[config.mk]
export PLATFORM = sky130hd
export DESIGN_NAME = audio_dac_serial_control_decoder
export DESIGN_NICKNAME = d
export VERILOG_FILES = /design/src/inc/audio_ctrl_pkg.sv /design/src/hw/audio_dac_serial_control_decoder.sv
export VERILOG_INCLUDE_DIRS = /design/src /design/src/inc
export SDC_FILE = /design/constraint.sdc
export NUM_CORES = 1
export LEC_CHECK = 0
export BUFFER_PORTS_ARGS = -buffer_cell sky130_fd_sc_hd__buf_2
export CAP_MARGIN = 20
export CORE_MARGIN = 5
export CORE_UTILIZATION = 55
export DETAILED_ROUTE_END_ITERATION = 10
export GPL_ROUTABILITY_DRIVEN = 0
export GPL_TIMING_DRIVEN = 1
export PLACE_DENSITY = 0.82
export SLEW_MARGIN = 20
export SYNTH_ARGS = -nofsm -noshare
export SYNTH_HDL_FRONTEND = slang
export SYNTH_SLANG_ARGS = --single-unit
[constraint.sdc]
create_clock -name core_clk -period 3.1 [get_ports core_clk]
set_input_delay 0.155 -clock core_clk [delete_from_list [all_inputs] [get_ports core_clk]]
set_output_delay 0.155 -clock core_clk [all_outputs]
set_load 0.005 [all_outputs]
[src/inc/audio_ctrl_defs.svh]
// constants for the serial control decoder: fields, reset values, code limits, timing counts
//
// Summary of operation
// - address phase: mode low, eight clocked bits
// - address bits 1:0 choose register group
// - address bits 7:2 compared to own address
// - foreign address deselects; data bytes ignored
// - selection persists until next address phase
// - byte committed only after eighth bit
// - data bits 7:6 select register, 5:0 value
// - level group: right, left, bass, treble
// - status byte: mode, de-emphasis, two routings
// - mode 00 flat, 01/10 min, 11 max
// - de-emphasis bit enables 44.1 kHz filter
// - de-emphasis changes only on sample boundaries
// - routing: mute, right, left, half sum
// - attenuation 1 dB steps, above 56 mutes
// - bass steps 2 dB, saturates 18/24
// - treble pairs step 2 dB, saturate 6
// - static mode forces flat tone, straight routing
// - static mode fixes attenuation at 0 dB
// - volume precedes tone; boost may clip
// - routing mute uses soft ramp
// - source select high serial, low pins
// - 32 coefficients, 32 samples each, reversible
`ifndef AUDIO_CTRL_DEFS_SVH
`define AUDIO_CTRL_DEFS_SVH

// -------------------------------------------------------------
// byte fields
// -------------------------------------------------------------
`define ADDR_DEV_MSB 7
`define ADDR_DEV_LSB 2
`define ST_TONE_HI 6
`define ST_TONE_LO 5
`define ST_DEEMPH 4
`define ST_RROUTE_HI 3
`define ST_RROUTE_LO 2
`define ST_LROUTE_HI 1
`define ST_LROUTE_LO 0

// -------------------------------------------------------------
// reset values, code limits and timing counts
// -------------------------------------------------------------
`define STATUS_RST 7'h06
`define ATT_LAST_CODE 6'h38
`define BASS_MIN_STEPS 4'h9
`define BASS_MAX_STEPS 4'hC
`define TREBLE_MAX_STEPS 3'h3
`define MUTE_COEFS 6'h20
`define MUTE_HOLD 5'h1F

`endif

[src/inc/audio_ctrl_pkg.sv]
// types shared by the serial control decoder
package audio_ctrl_pkg;
	typedef enum logic [1:0] {
		TONE_FLAT = 2'h0,
		TONE_MIN = 2'h1,
		TONE_MAX = 2'h2
	} tone_set_t;

	typedef enum logic [1:0] {
		ROUTE_MUTE = 2'h0,
		ROUTE_RIGHT = 2'h1,
		ROUTE_LEFT = 2'h2,
		ROUTE_MIX = 2'h3
	} route_t;

	typedef enum logic [1:0] {
		GRP_LEVEL = 2'h0,
		GRP_UNUSED1 = 2'h1,
		GRP_STATUS = 2'h2,
		GRP_UNUSED3 = 2'h3
	} group_t;

	typedef struct packed {
		logic [2:0] lnk_s1;
		logic [2:0] lnk_s2;
		logic [1:0] lnk_s3;
		logic src_s1;
		logic src_s2;
		logic [2:0] bit_cnt;
		logic [6:0] shift;
		logic selected;
		logic [1:0] group;
		logic [1:0][5:0] att_code;
		logic [4:0] bass_code;
		logic [4:0] treble_code;
		logic [6:0] status;
		logic [1:0][5:0] att_db;
		logic [1:0] att_mute;
		logic [1:0] tone_set;
		logic [4:0] bass_db;
		logic [4:0] treble_db;
		logic deemph;
		logic [1:0][1:0] src;
		logic [1:0][5:0] mute_lvl;
		logic [1:0][4:0] mute_cnt;
		logic [1:0] clip;
	} ctrl_state_t;
endpackage

[src/hw/audio_dac_serial_control_decoder.sv]
// serial control link receiver and register decoder for the audio converter
`include "audio_ctrl_defs.svh"

module audio_dac_serial_control_decoder import audio_ctrl_pkg::*; #(
	parameter logic [5:0] DEVICE_ADDR = 6'h2A // arbitrary value
) (
	input wire logic core_clk,
	input wire logic sys_rst,
	input wire logic ctrl_data_line,
	input wire logic ctrl_framing_line,
	input wire logic ctrl_clock_line,
	input wire logic control_source_select,
	input wire logic sample_tick,
	output logic link_selected,
	output logic [5:0] left_att_db,
	output logic [5:0] right_att_db,
	output logic left_att_mute,
	output logic right_att_mute,
	output logic [1:0] tone_set,
	output logic [4:0] bass_gain_db,
	output logic [4:0] treble_gain_db,
	output logic deemph_active,
	output logic [1:0] left_source,
	output logic [1:0] right_source,
	output logic [5:0] left_mute_level,
	output logic [5:0] right_mute_level,
	output logic left_headroom_short,
	output logic right_headroom_short
);

	// -------------------------------------------------------------
	// code maps
	// -------------------------------------------------------------
	// bass codes follow a non-binary order; step count in 2 dB units
	function automatic logic [3:0] bass_step(input logic [4:0] code);
		logic [3:0] s;
		s = 4'hC;
		case (code)
			5'h00, 5'h01: s = 4'h0;
			5'h02: s = 4'h1;
			5'h03: s = 4'h2;
			5'h04: s = 4'h3;
			5'h05: s = 4'h4;
			5'h07: s = 4'h5;
			5'h06: s = 4'h6;
			5'h09: s = 4'h7;
			5'h08: s = 4'h8;
			5'h0B: s = 4'h9;
			5'h0A: s = 4'hA;
			5'h0D: s = 4'hB;
			default: s = 4'hC;
		endcase
		return s;
	endfunction

	// treble codes move in pairs; everything past 5 saturates
	function automatic logic [2:0] treble_step(input logic [4:0] code);
		logic [2:0] s;
		s = `TREBLE_MAX_STEPS;
		if (code < 5'h06) begin
			s = code[3:1];
		end
		return s;
	endfunction

	// -------------------------------------------------------------
	// state
	// -------------------------------------------------------------
	ctrl_state_t q;
	ctrl_state_t n;
	logic serial;
	logic rise;
	logic frame_chg;
	logic byte_done;
	logic [7:0] byte_val;
	logic [1:0] ts;
	logic [3:0] bstep;
	logic [5:0] code;
	logic [1:0] route;
	logic mute_req;
	logic [6:0] boost;

	// next state: link decode, register loads, setting decode
	always_comb begin
		n = q;
		ts = TONE_FLAT;
		bstep = 4'h0;
		code = 6'h00;
		route = ROUTE_MUTE;
		mute_req = 1'b0;
		boost = 7'h00;
		// link pins pass two flops; link runs far below core clock
		n.lnk_s1 = {ctrl_clock_line, ctrl_framing_line, ctrl_data_line};
		n.lnk_s2 = q.lnk_s1;
		n.lnk_s3 = q.lnk_s2[2:1];
		n.src_s1 = control_source_select;
		n.src_s2 = q.src_s1;
		serial = q.src_s2;
		rise = q.lnk_s2[2] & ~q.lnk_s3[1];
		frame_chg = q.lnk_s2[1] ^ q.lnk_s3[0];
		byte_done = serial & rise & ~frame_chg & (q.bit_cnt == 3'h7);
		byte_val = {q.shift, q.lnk_s2[0]};

		// bit counter restarts on any mode-line change
		if (frame_chg | ~serial) begin
			n.bit_cnt = 3'h0;
		end else if (rise) begin
			n.bit_cnt = q.bit_cnt + 3'h1;
			n.shift = byte_val[6:0];
		end

		// address phase with mode low; data bytes with mode high
		if (byte_done) begin
			if (!q.lnk_s2[1]) begin
				n.selected = (byte_val[`ADDR_DEV_MSB:`ADDR_DEV_LSB] == DEVICE_ADDR);
				n.group = byte_val[1:0];
			end else if (q.selected) begin
				// unused groups fall through and store nothing
				if (q.group == GRP_LEVEL) begin
					case (byte_val[7:6])
						2'h0: n.att_code[1] = byte_val[5:0];
						2'h1: n.att_code[0] = byte_val[5:0];
						2'h2: n.bass_code = byte_val[4:0];
						2'h3: n.treble_code = byte_val[4:0];
						default: n.att_code = q.att_code;
					endcase
				end else if (q.group == GRP_STATUS && !byte_val[7]) begin
					n.status = byte_val[6:0];
				end
			end
		end

		// tone set: pins force flat
		if (serial) begin
			case (q.status[`ST_TONE_HI:`ST_TONE_LO])
				2'h0: ts = TONE_FLAT;
				2'h1, 2'h2: ts = TONE_MIN;
				2'h3: ts = TONE_MAX;
				default: ts = TONE_FLAT;
			endcase
		end else begin
			ts = TONE_FLAT;
		end
		n.tone_set = ts;
		bstep = bass_step(q.bass_code);
		case (ts)
			TONE_MIN: begin
				n.bass_db = {(bstep > `BASS_MIN_STEPS) ? `BASS_MIN_STEPS : bstep, 1'b0};
				n.treble_db = {1'b0, treble_step(q.treble_code), 1'b0};
			end
			TONE_MAX: begin
				n.bass_db = {bstep, 1'b0};
				n.treble_db = {1'b0, treble_step(q.treble_code), 1'b0};
			end
			default: begin
				n.bass_db = 5'h00;
				n.treble_db = 5'h00;
			end
		endcase

		// de-emphasis moves only between samples
		if (sample_tick) begin
			n.deemph = serial ? q.status[`ST_DEEMPH] : q.lnk_s2[2];
		end

		// per channel: attenuation, routing, soft mute ramp, clip hint
		for (int ch = 0; ch < 2; ch++) begin
			code = serial ? q.att_code[ch] : 6'h00;
			n.att_mute[ch] = (code > `ATT_LAST_CODE);
			n.att_db[ch] = (code < 6'h02) ? 6'h00 : code - 6'h01;
			if (serial) begin
				route = (ch == 0) ? q.status[`ST_LROUTE_HI:`ST_LROUTE_LO]
					: q.status[`ST_RROUTE_HI:`ST_RROUTE_LO];
				mute_req = (route == ROUTE_MUTE);
			end else begin
				route = (ch == 0) ? ROUTE_LEFT : ROUTE_RIGHT;
				mute_req = (ch == 0) ? q.lnk_s2[0] : q.lnk_s2[1];
			end
			// source holds its last audible choice while ramping down
			if (!mute_req) begin
				n.src[ch] = route;
			end
			if (sample_tick) begin
				if (mute_req ? (q.mute_lvl[ch] != 6'h00) : (q.mute_lvl[ch] != `MUTE_COEFS)) begin
					if (q.mute_cnt[ch] == `MUTE_HOLD) begin
						n.mute_cnt[ch] = 5'h00;
						n.mute_lvl[ch] = mute_req ? q.mute_lvl[ch] - 6'h01 : q.mute_lvl[ch] + 6'h01;
					end else begin
						n.mute_cnt[ch] = q.mute_cnt[ch] + 5'h01;
					end
				end else begin
					n.mute_cnt[ch] = 5'h00;
				end
			end
			// no headroom: a boost larger than the attenuation clips
			boost = {2'b00, q.bass_db} + {2'b00, q.treble_db};
			n.clip[ch] = ~q.att_mute[ch] & (boost > {1'b0, q.att_db[ch]});
		end
	end

	// register the whole state; synchronous reset
	always_ff @(posedge core_clk) begin
		if (sys_rst) begin
			q <= '0;
			q.status <= `STATUS_RST;
			q.src[0] <= ROUTE_LEFT;
			q.src[1] <= ROUTE_RIGHT;
			q.mute_lvl[0] <= `MUTE_COEFS;
			q.mute_lvl[1] <= `MUTE_COEFS;
		end else begin
			q <= n;
		end
	end

	// -------------------------------------------------------------
	// outputs, each straight from the state register
	// -------------------------------------------------------------
	assign link_selected = q.selected;
	assign left_att_db = q.att_db[0];
	assign right_att_db = q.att_db[1];
	assign left_att_mute = q.att_mute[0];
	assign right_att_mute = q.att_mute[1];
	assign tone_set = q.tone_set;
	assign bass_gain_db = q.bass_db;
	assign treble_gain_db = q.treble_db;
	assign deemph_active = q.deemph;
	assign left_source = q.src[0];
	assign right_source = q.src[1];
	assign left_mute_level = q.mute_lvl[0];
	assign right_mute_level = q.mute_lvl[1];
	assign left_headroom_short = q.clip[0];
	assign right_headroom_short = q.clip[1];
endmodule

======== After elaboration in Yosys (flattened, before gate mapping) ========
Memories as Yosys holds them, arrays and structs flattened. A register that Yosys moved wholly into a read port is not among the register bits.
Index checks and enable logic that the tools add are counted.
storage, ports and cells
  memory bits (writable) .................. 0
  memories ................................ 1
  latch bits .............................. 0
  logic and storage cells ................. 123
  output and inout bits ................... 46
  bits in read-only memories .............. 64
  flip-flop bits (word level) ............. 107
  bits of input ports ..................... 7
memories
  name              words  width  read ports  clocked after memory_dff  wr ports  line                                    source
  (name not given)  16     4      1           1                         0         audio_dac_serial_control_decoder.sv:38  case (code)
operators by class
  bitwise logic cells ..................... 16
  div/mod/pow operators ................... 0
  magnitude comparators ................... 8
  equal/unequal tests ..................... 15
  reductions and logical operators ........ 22
  shifts and indexed selects .............. 0
  mux-type cells .......................... 23
  multipliers ............................. 0
  $add $sub $neg .......................... 10
operators with widths
  operator                                                    number
  AND reduction 5 bit                                         5
  2-to-1 mux 6 bit                                            4
  subtractor 6 x 1 -> 6 bit, second input constant            4
  2-to-1 mux 5 bit                                            4
  one-hot mux 10 bit (2 select lines)                         1
  2-to-1 mux 4 bit                                            4
  adder 6 x 1 -> 6 bit, second input constant                 2
  equality test 2 bit, second input constant                  6
  greater-than comparator 6 bit, second input constant        2
  less-than comparator 6 x 2 -> 1 bit, second input constant  2
  != test 6 bit, second input constant                        2
  nonzero test 6 bit                                          2
  adder 5 x 1 -> 5 bit, second input constant                 2
  equality test 5 bit, second input constant                  2
  logical NOT 2 bit                                           5
  inverter 1 bit                                              8
  OR reduction 2 bit                                          4
  greater-than comparator 7 x 6 -> 1 bit                      1
  adder 5 x 5 -> 6 bit                                        1
  bitwise AND 1 bit                                           6
  equality test 2 x 1 -> 1 bit, second input constant         3
  equality test 6 bit, second input constant                  1
  greater-than comparator 6 bit                               1
  2-to-1 mux 2 bit                                            3
  13 further kinds                                            19

======== Longest topological paths before layout ========
Gate-level depths: netlist (run 1).
  depth after elaboration ................. 8
  depth in mapped cells ................... 13
  gate-level depth less buffers ........... 12

======== Worst setup path after synthesis (run 1) ========
Ideal clock, no wire load.
  kind .................................... register to register
  start point ............................. register q[94] (netlist name)
  end point ............................... register (tool-made name)
  period minus slack after synthesis ...... 2639 ps
  buffers on the path ..................... 1
  cell stages (with the launch flop) ...... 13
  slack ................................... 461 ps
  setup time .............................. 125 ps
  arrival ................................. 2515 ps
  required time ........................... 2975 ps
  cell sequence ........................... dfxtp_1 -> ha_1 -> ha_1 -> nand4b_1 -> or4_1 -> buf_6 -> mux2i_1 -> nor2_1 -> inv_1 -> ha_1 -> or2_2 -> mux2i_1 -> a22oi_2
RTL lines
  what                      line                                     source
  start: declaration        audio_dac_serial_control_decoder.sv:69   ctrl_state_t q;
  start signal: assignment  audio_dac_serial_control_decoder.sv:211  q <= n;

==> flow_summary.toml, run 1 <==
[status]
status = "completed"

[clock_network]
cts_tree = "built"
cts_max_path_buffers = 2
cts.clk_slew.worst_paths_ns = 0.10
post_cts_buffers = 0
cts_root_buf = "clkbuf_8"
cts.sinks = 107
clock_latency_ns = 0.37
cts_made_buffers = 9
htree_num_levels = 3

[placement]
place_hpwl_mm = 7.73
dp_slack_ns = 0.223
place_inst = 729
io_buffers = 49

[drt]
ant_nets = 0
firstDrtPassIters = 5
post_drt_wl_per_cell_um = 13.8
dr_total_vias = 4053
drc_errors = 0
drtIter0Drc = 172
routed_wl_mm = 10.3
vias_per_cell = 5.42

[sta]
setup_viol = 0
maxSlewHeadroom_pct = 43.2
worst_pin_slew_ns = 0.841
hold_viol_final = 0
layout_min_cycle_time_ns = 2.81
skew_ns = 0.0107
setup-tns-final_ns = 0
worst_slack_ns = 0.291
max_freq_mhz = 356
fin_crit_sh_pct = 90.6
rsz0062_at_grt = "no"
slew_viol_final = 0

[yosys]
yosysMostFrequentCell = "dfxtp_1"
synth_commonest_cells = "dfxtp_1 (107), nor2_1 (81), mux2i_1 (42), buf_4 (41), ha_1 (40)"
ys_seq_elements = 107
ys_warn_count = 0
synthArstFlopShare_pct = 0
synth_top_cell_by_area = "dfxtp_1"
ys_seq_area_share_pct = 39.2
yosysTopAreaCellShare_pct = 39.2
syn_area_per_cell_um2 = 9.11
ys_types = 57
syn_inst = 600
synthesis.area_mm2 = 0.00547
synth_edf_count = 0
synth_area_leaders = "dfxtp_1 (39%), ha_1 (9.2%), mux2i_1 (7.7%)"
synth_top_flop_cell = "dfxtp_1"

[cells_and_area]
final_util_pct = 59.3
n_antenna_cell = 0
final_net_count = 660
drive_gt1_share_pct = 14.1
fin_cells = 748
layout-area-overhead-vs-synth_pct = 5.65

[worst_setup_path]
start_kind = "flip-flop"
required_ns = 3.42
cp-end-kind = "flip-flop"
cp.arrival_ns = 3.13
cp_max_fo = 4
path_class = "reg2reg"

[global_routing]
antenna_found_initial = 0
overflow = 0
grt_pass1_vias = 3971
grt_max_degree = 57
track_usage_pct = 18.7
grt_pass1_wl_mm = 18.1

[floorplan]
dieArea_mm2 = 0.0120
rows = 36
start_util_pct = 56.2
die_y_um = 110
core_area_mm2 = 0.00973
fp.dieW_um = 110
num_io_pins = 53

[power]
p_leak_nw = 2.60
ir_drop_mv = 0.351
p_per_area_mw_per_mm2 = 402

[hold_path]
worstHoldPathType = "in2reg"

[job]
maxCapViolCount = 0
==> cells in the final DEF (no fill, tap or decap), types with 9 or more instances in the layout <==
master / count
inv_1: 24
a21oi_1: 34
nand2_1: 39
ha_1: 40
buf_2: 49
o21ai_0: 10
nor2b_1: 19
xnor2_1: 10
mux2i_1: 42
a21o_1: 11
nor2_1: 79
clkbuf_8: 9
nor3_1: 12
dfxtp_1: 107
==> critical path, cell delays in order (launching register included) <==
cell,delay (ns)
dfxtp_1,0.37
ha_1,0.16
ha_1,0.17
nand4b_1,0.15
or4_1,0.59
mux2i_1,0.19
nor2_2,0.16
inv_1,0.11
ha_1,0.23
and3b_1,0.18
a311oi_1,0.26
a22o_1,0.19
==> final cells by class <==
class / instances / area, um2
well taps: 133 / 166
clock buffers: 9 / 124
multi-input cells: 408 / 2840
fillers: 827 / 3960
repair buffers: 60 / 335
clock inverters: 7 / 77.6
flip-flops and latches: 107 / 2140
inverters: 24 / 90.1
==> final timing paths <==
kind	start	to	slack [ns]	cells past startpoint
hold reg to reg	right_att_mute$_SDFF_PP0_	right_headroom_short$_SDFF_PP0_	0.43	1
setup reg to reg	q[94]$_SDFFE_PP0N_	flip-flop	0.29	11
setup / recovery	q[94]$_SDFFE_PP0N_	flip-flop	0.29	11
hold / removal	ctrl_clock_line	n[103]$_SDFF_PP0_	0.02	2
==> per-stage QoR <==
step	instance area (um2)	hold WS [ns]	total power, mW
after floorplan	5480	0.283	1.48
after global placement	5540	0.377	1.50
after detailed placement	5540	0.382	1.50
after CTS	5760	0.00349	2.34
after global routing	5770	0.0260	2.43
final	5770	0.0156	2.32
==> cells by family (layout without fill, tap and decap cells) <==
group / Yosys count / after routing / share of synthesized area (%)
AO/OA/AOI/OAI: 91 / 91 / 10.9
XOR/XNOR: 14 / 14 / 2.24
adder cells (fa/ha/maj): 43 / 43 / 10.3
buffers and inverters: 88 / 100 / 9.16
flip-flops: 107 / 107 / 39.2
multiplexers: 45 / 45 / 8.72
other: 1 / 4 / 0.0686
AND/OR/NAND/NOR: 211 / 211 / 19.5
==> power breakdown <==
part           total (mW)  switching [mW]  internal (mW)
sequential           1.39         0.00517           1.38
combinational      0.0878          0.0547         0.0331
clock               0.847           0.471          0.377
total                2.32           0.531           1.79
==> layer usage <==
metal	up-vias	wire length, um	track usage [%]
li1	2039	-	-
met1	1916	4480	21.9
met2	82	5200	33.4
met3	16	490	5.17
met4	0	151	5.16
met5	-	0	0
==> flip-flops by register name, indices dropped and copies added (netlist names), named ones only <==
register	flops
q	45
byte_val	8
left_att_db	6
left_mute_level	6
n	6
right_att_db	6
right_mute_level	6
bass_gain_db	4
treble_gain_db	3
left_source	2
right_source	2
tone_set	2
deemph_active	1
left_att_mute	1
left_headroom_short	1
link_selected	1
right_att_mute	1
right_headroom_short	1
serial	1
==> repair_timing <==
item                                   4_1_cts  5_1_grt
hold buffers                                 2        1
setup endpoints to repair                    0        1
gates resized for setup                      0        2
endpoints found under the hold margin        2        1
(Power assumes the default switching activity.)
==> inputs of run 2 (changes only) <==
CORE_UTILIZATION = 41   (was 55)
PLACE_DENSITY = 0.68   (was 0.82)
clock period = 2.41 ns   (was 3.1 ns; I/O delays follow)
==> run 2 against run 1 <==
The run now ends with setup timing left. Highest routed layer unchanged. Clock power rose by 66%. Register-to-register slack got worse by 0.39 ns. Global-route usage fell by 4.0 points. Sequential cell count did not move. Final cell count rose by 9.6%. Sequential power rose by 28%.
==> flow_summary.toml, run 2 (synthesized netlist as in run 1, its figures left out) <==
[status]
status = "finished with violations"
violations = "setup timing"

[drt]
post_drt_wl_per_cell_um = 14.0
drc_errors = 0
ant_nets = 0
dr_total_vias = 4144
vias_per_cell = 5.05
routed_wl_mm = 11.5
met1_length_mm = 5.12
highest_layer = "met4"
drtIter0Drc = 251
met2_length_mm = 5.68
firstDrtPassIters = 4
route.met3.wl_um = 571

[worst_setup_path]
reg2reg_depth = 10
cp.arrival_ns = 2.76
path_class = "reg2reg"
cp_max_fo = 3
required_ns = 2.66
timing.rr.start = "byte_val[6]$_SDFFE_PP0P_"
start_kind = "flip-flop"
startpoint = "byte_val[6]$_SDFFE_PP0P_"
cp-end-kind = "flip-flop"
reg2reg_slack_ns = -0.10

[floorplan]
start_util_pct = 41.6
die_y_um = 125
fp.dieW_um = 125
dieArea_mm2 = 0.0157
rows = 42
num_io_pins = 53
core_area_mm2 = 0.0131

[cells_and_area]
final_common_cell = "dfxtp_1"
n_antenna_cell = 0
final_net_count = 689
fin_cells = 820
final_util_pct = 47.9
mostFrequentLayoutCells = "dfxtp_1 (102), nor2_1 (79), buf_2 (49), mux2i_1 (40), nand2_1 (38)"
regMostFlops = "q"
layout-area-overhead-vs-synth_pct = 15.1
drive_gt1_share_pct = 21.7
largest_reg_flops = 45

[power]
p_leak_nw = 2.80
p_per_area_mw_per_mm2 = 527
ir_drop_mv = 0.470
power_mw = 3.32

[sta]
layout_min_cycle_time_ns = 2.51
max_freq_mhz = 398
hold_viol_final = 0
slew_viol_final = 0
setup_viol = 3
maxSlewHeadroom_pct = 60.6
worst_slack_ns = -0.104
rsz0062_at_grt = "yes"
skew_ns = 0.0126
worst_pin_slew_ns = 0.586
hold_ws_ns = 0.191
fin_crit_sh_pct = 104

[global_routing]
grt_pass1_wl_mm = 19.3
antenna_found_initial = 0
overflow = 0
grt_max_degree = 88
track_usage_pct = 14.7
grt_pass1_vias = 4152

[clock_network]
cts_max_path_buffers = 2
cts.sinks = 107
cts_root_buf = "clkbuf_16"
cts.clk_slew.worst_paths_ns = 0.07
cts_made_buffers = 9
clock_latency_ns = 0.35
cts_tree = "built"
htree_num_levels = 3

[hold_path]
hp-start = "sample_tick"
holdPathEnd = "q[6]$_SDFFE_PP0P_"
worstHoldPathType = "in2reg"
hold_depth = 3

[placement]
place_inst = 792
io_buffers = 49
dp_slack_ns = -0.289
place_hpwl_mm = 8.26

[job]
maxCapViolCount = 0
-- run 2: layout make-up --
cell class / instances / area, um2
multi-input combinational: 408 / 2970
clock buffer: 13 / 270
tap: 176 / 220
clock inverter: 3 / 21.3
sequential: 107 / 2150
inverter: 24 / 90.1
fill: 1256 / 6850
timing repair buffer: 89 / 572
-- run 2: repair_timing --
| item | in CTS | in global routing |
|---|---|---|
| endpoints found under the setup margin | 3 | 25 |
| hold buffers | 4 | 0 |
| gates resized for setup | 18 | 17 |
| setup buffers | 10 | 0 |
| pin swaps | 10 | 12 |
| hold endpoints to repair | 4 | 0 |
-- run 2: report_power, final --
part | internal, mW | switching (mW) | total, mW
Combinational | 0.0494 | 0.0759 | 0.125
Clock | 0.786 | 0.620 | 1.41
Sequential | 1.78 | 0.00525 | 1.78
-- run 2: stage by stage --
stage | area, um2 | TNS, ns
final | 6290 | -0.277
after global routing | 6290 | -0.545
after CTS | 6240 | -0.277
after global placement | 5760 | -0.177
after floorplan | 5490 | -0.397
after detailed placement | 5760 | -0.679
-- run 2: worst max-delay path by stage --
stage | end | slack [ns]
floorplan | flip-flop | -0.17
global placement | flip-flop | -0.09
detailed placement | flip-flop | -0.29
CTS | flip-flop | -0.11
global route | flip-flop | -0.21
finish | flip-flop | -0.10
-- run 2: per-layer routing --
layer  GRT usage, %  vias to the layer above
met4           4.85                        0
met2           25.0                       89
met1           17.7                     1947
met3           4.78                        8
li1               -                     2100
met5              0                        -
-- run 2: critical path, stage by stage, from the launching register on --
cell	delay (ns)
dfxtp_2	0.32
or3b_4	0.38
or4_4	0.55
mux2i_4	0.23
nor2_4	0.16
buf_6	0.12
ha_4	0.13
nand2_2	0.05
a21oi_2	0.17
a311oi_2	0.06
a22o_1	0.24
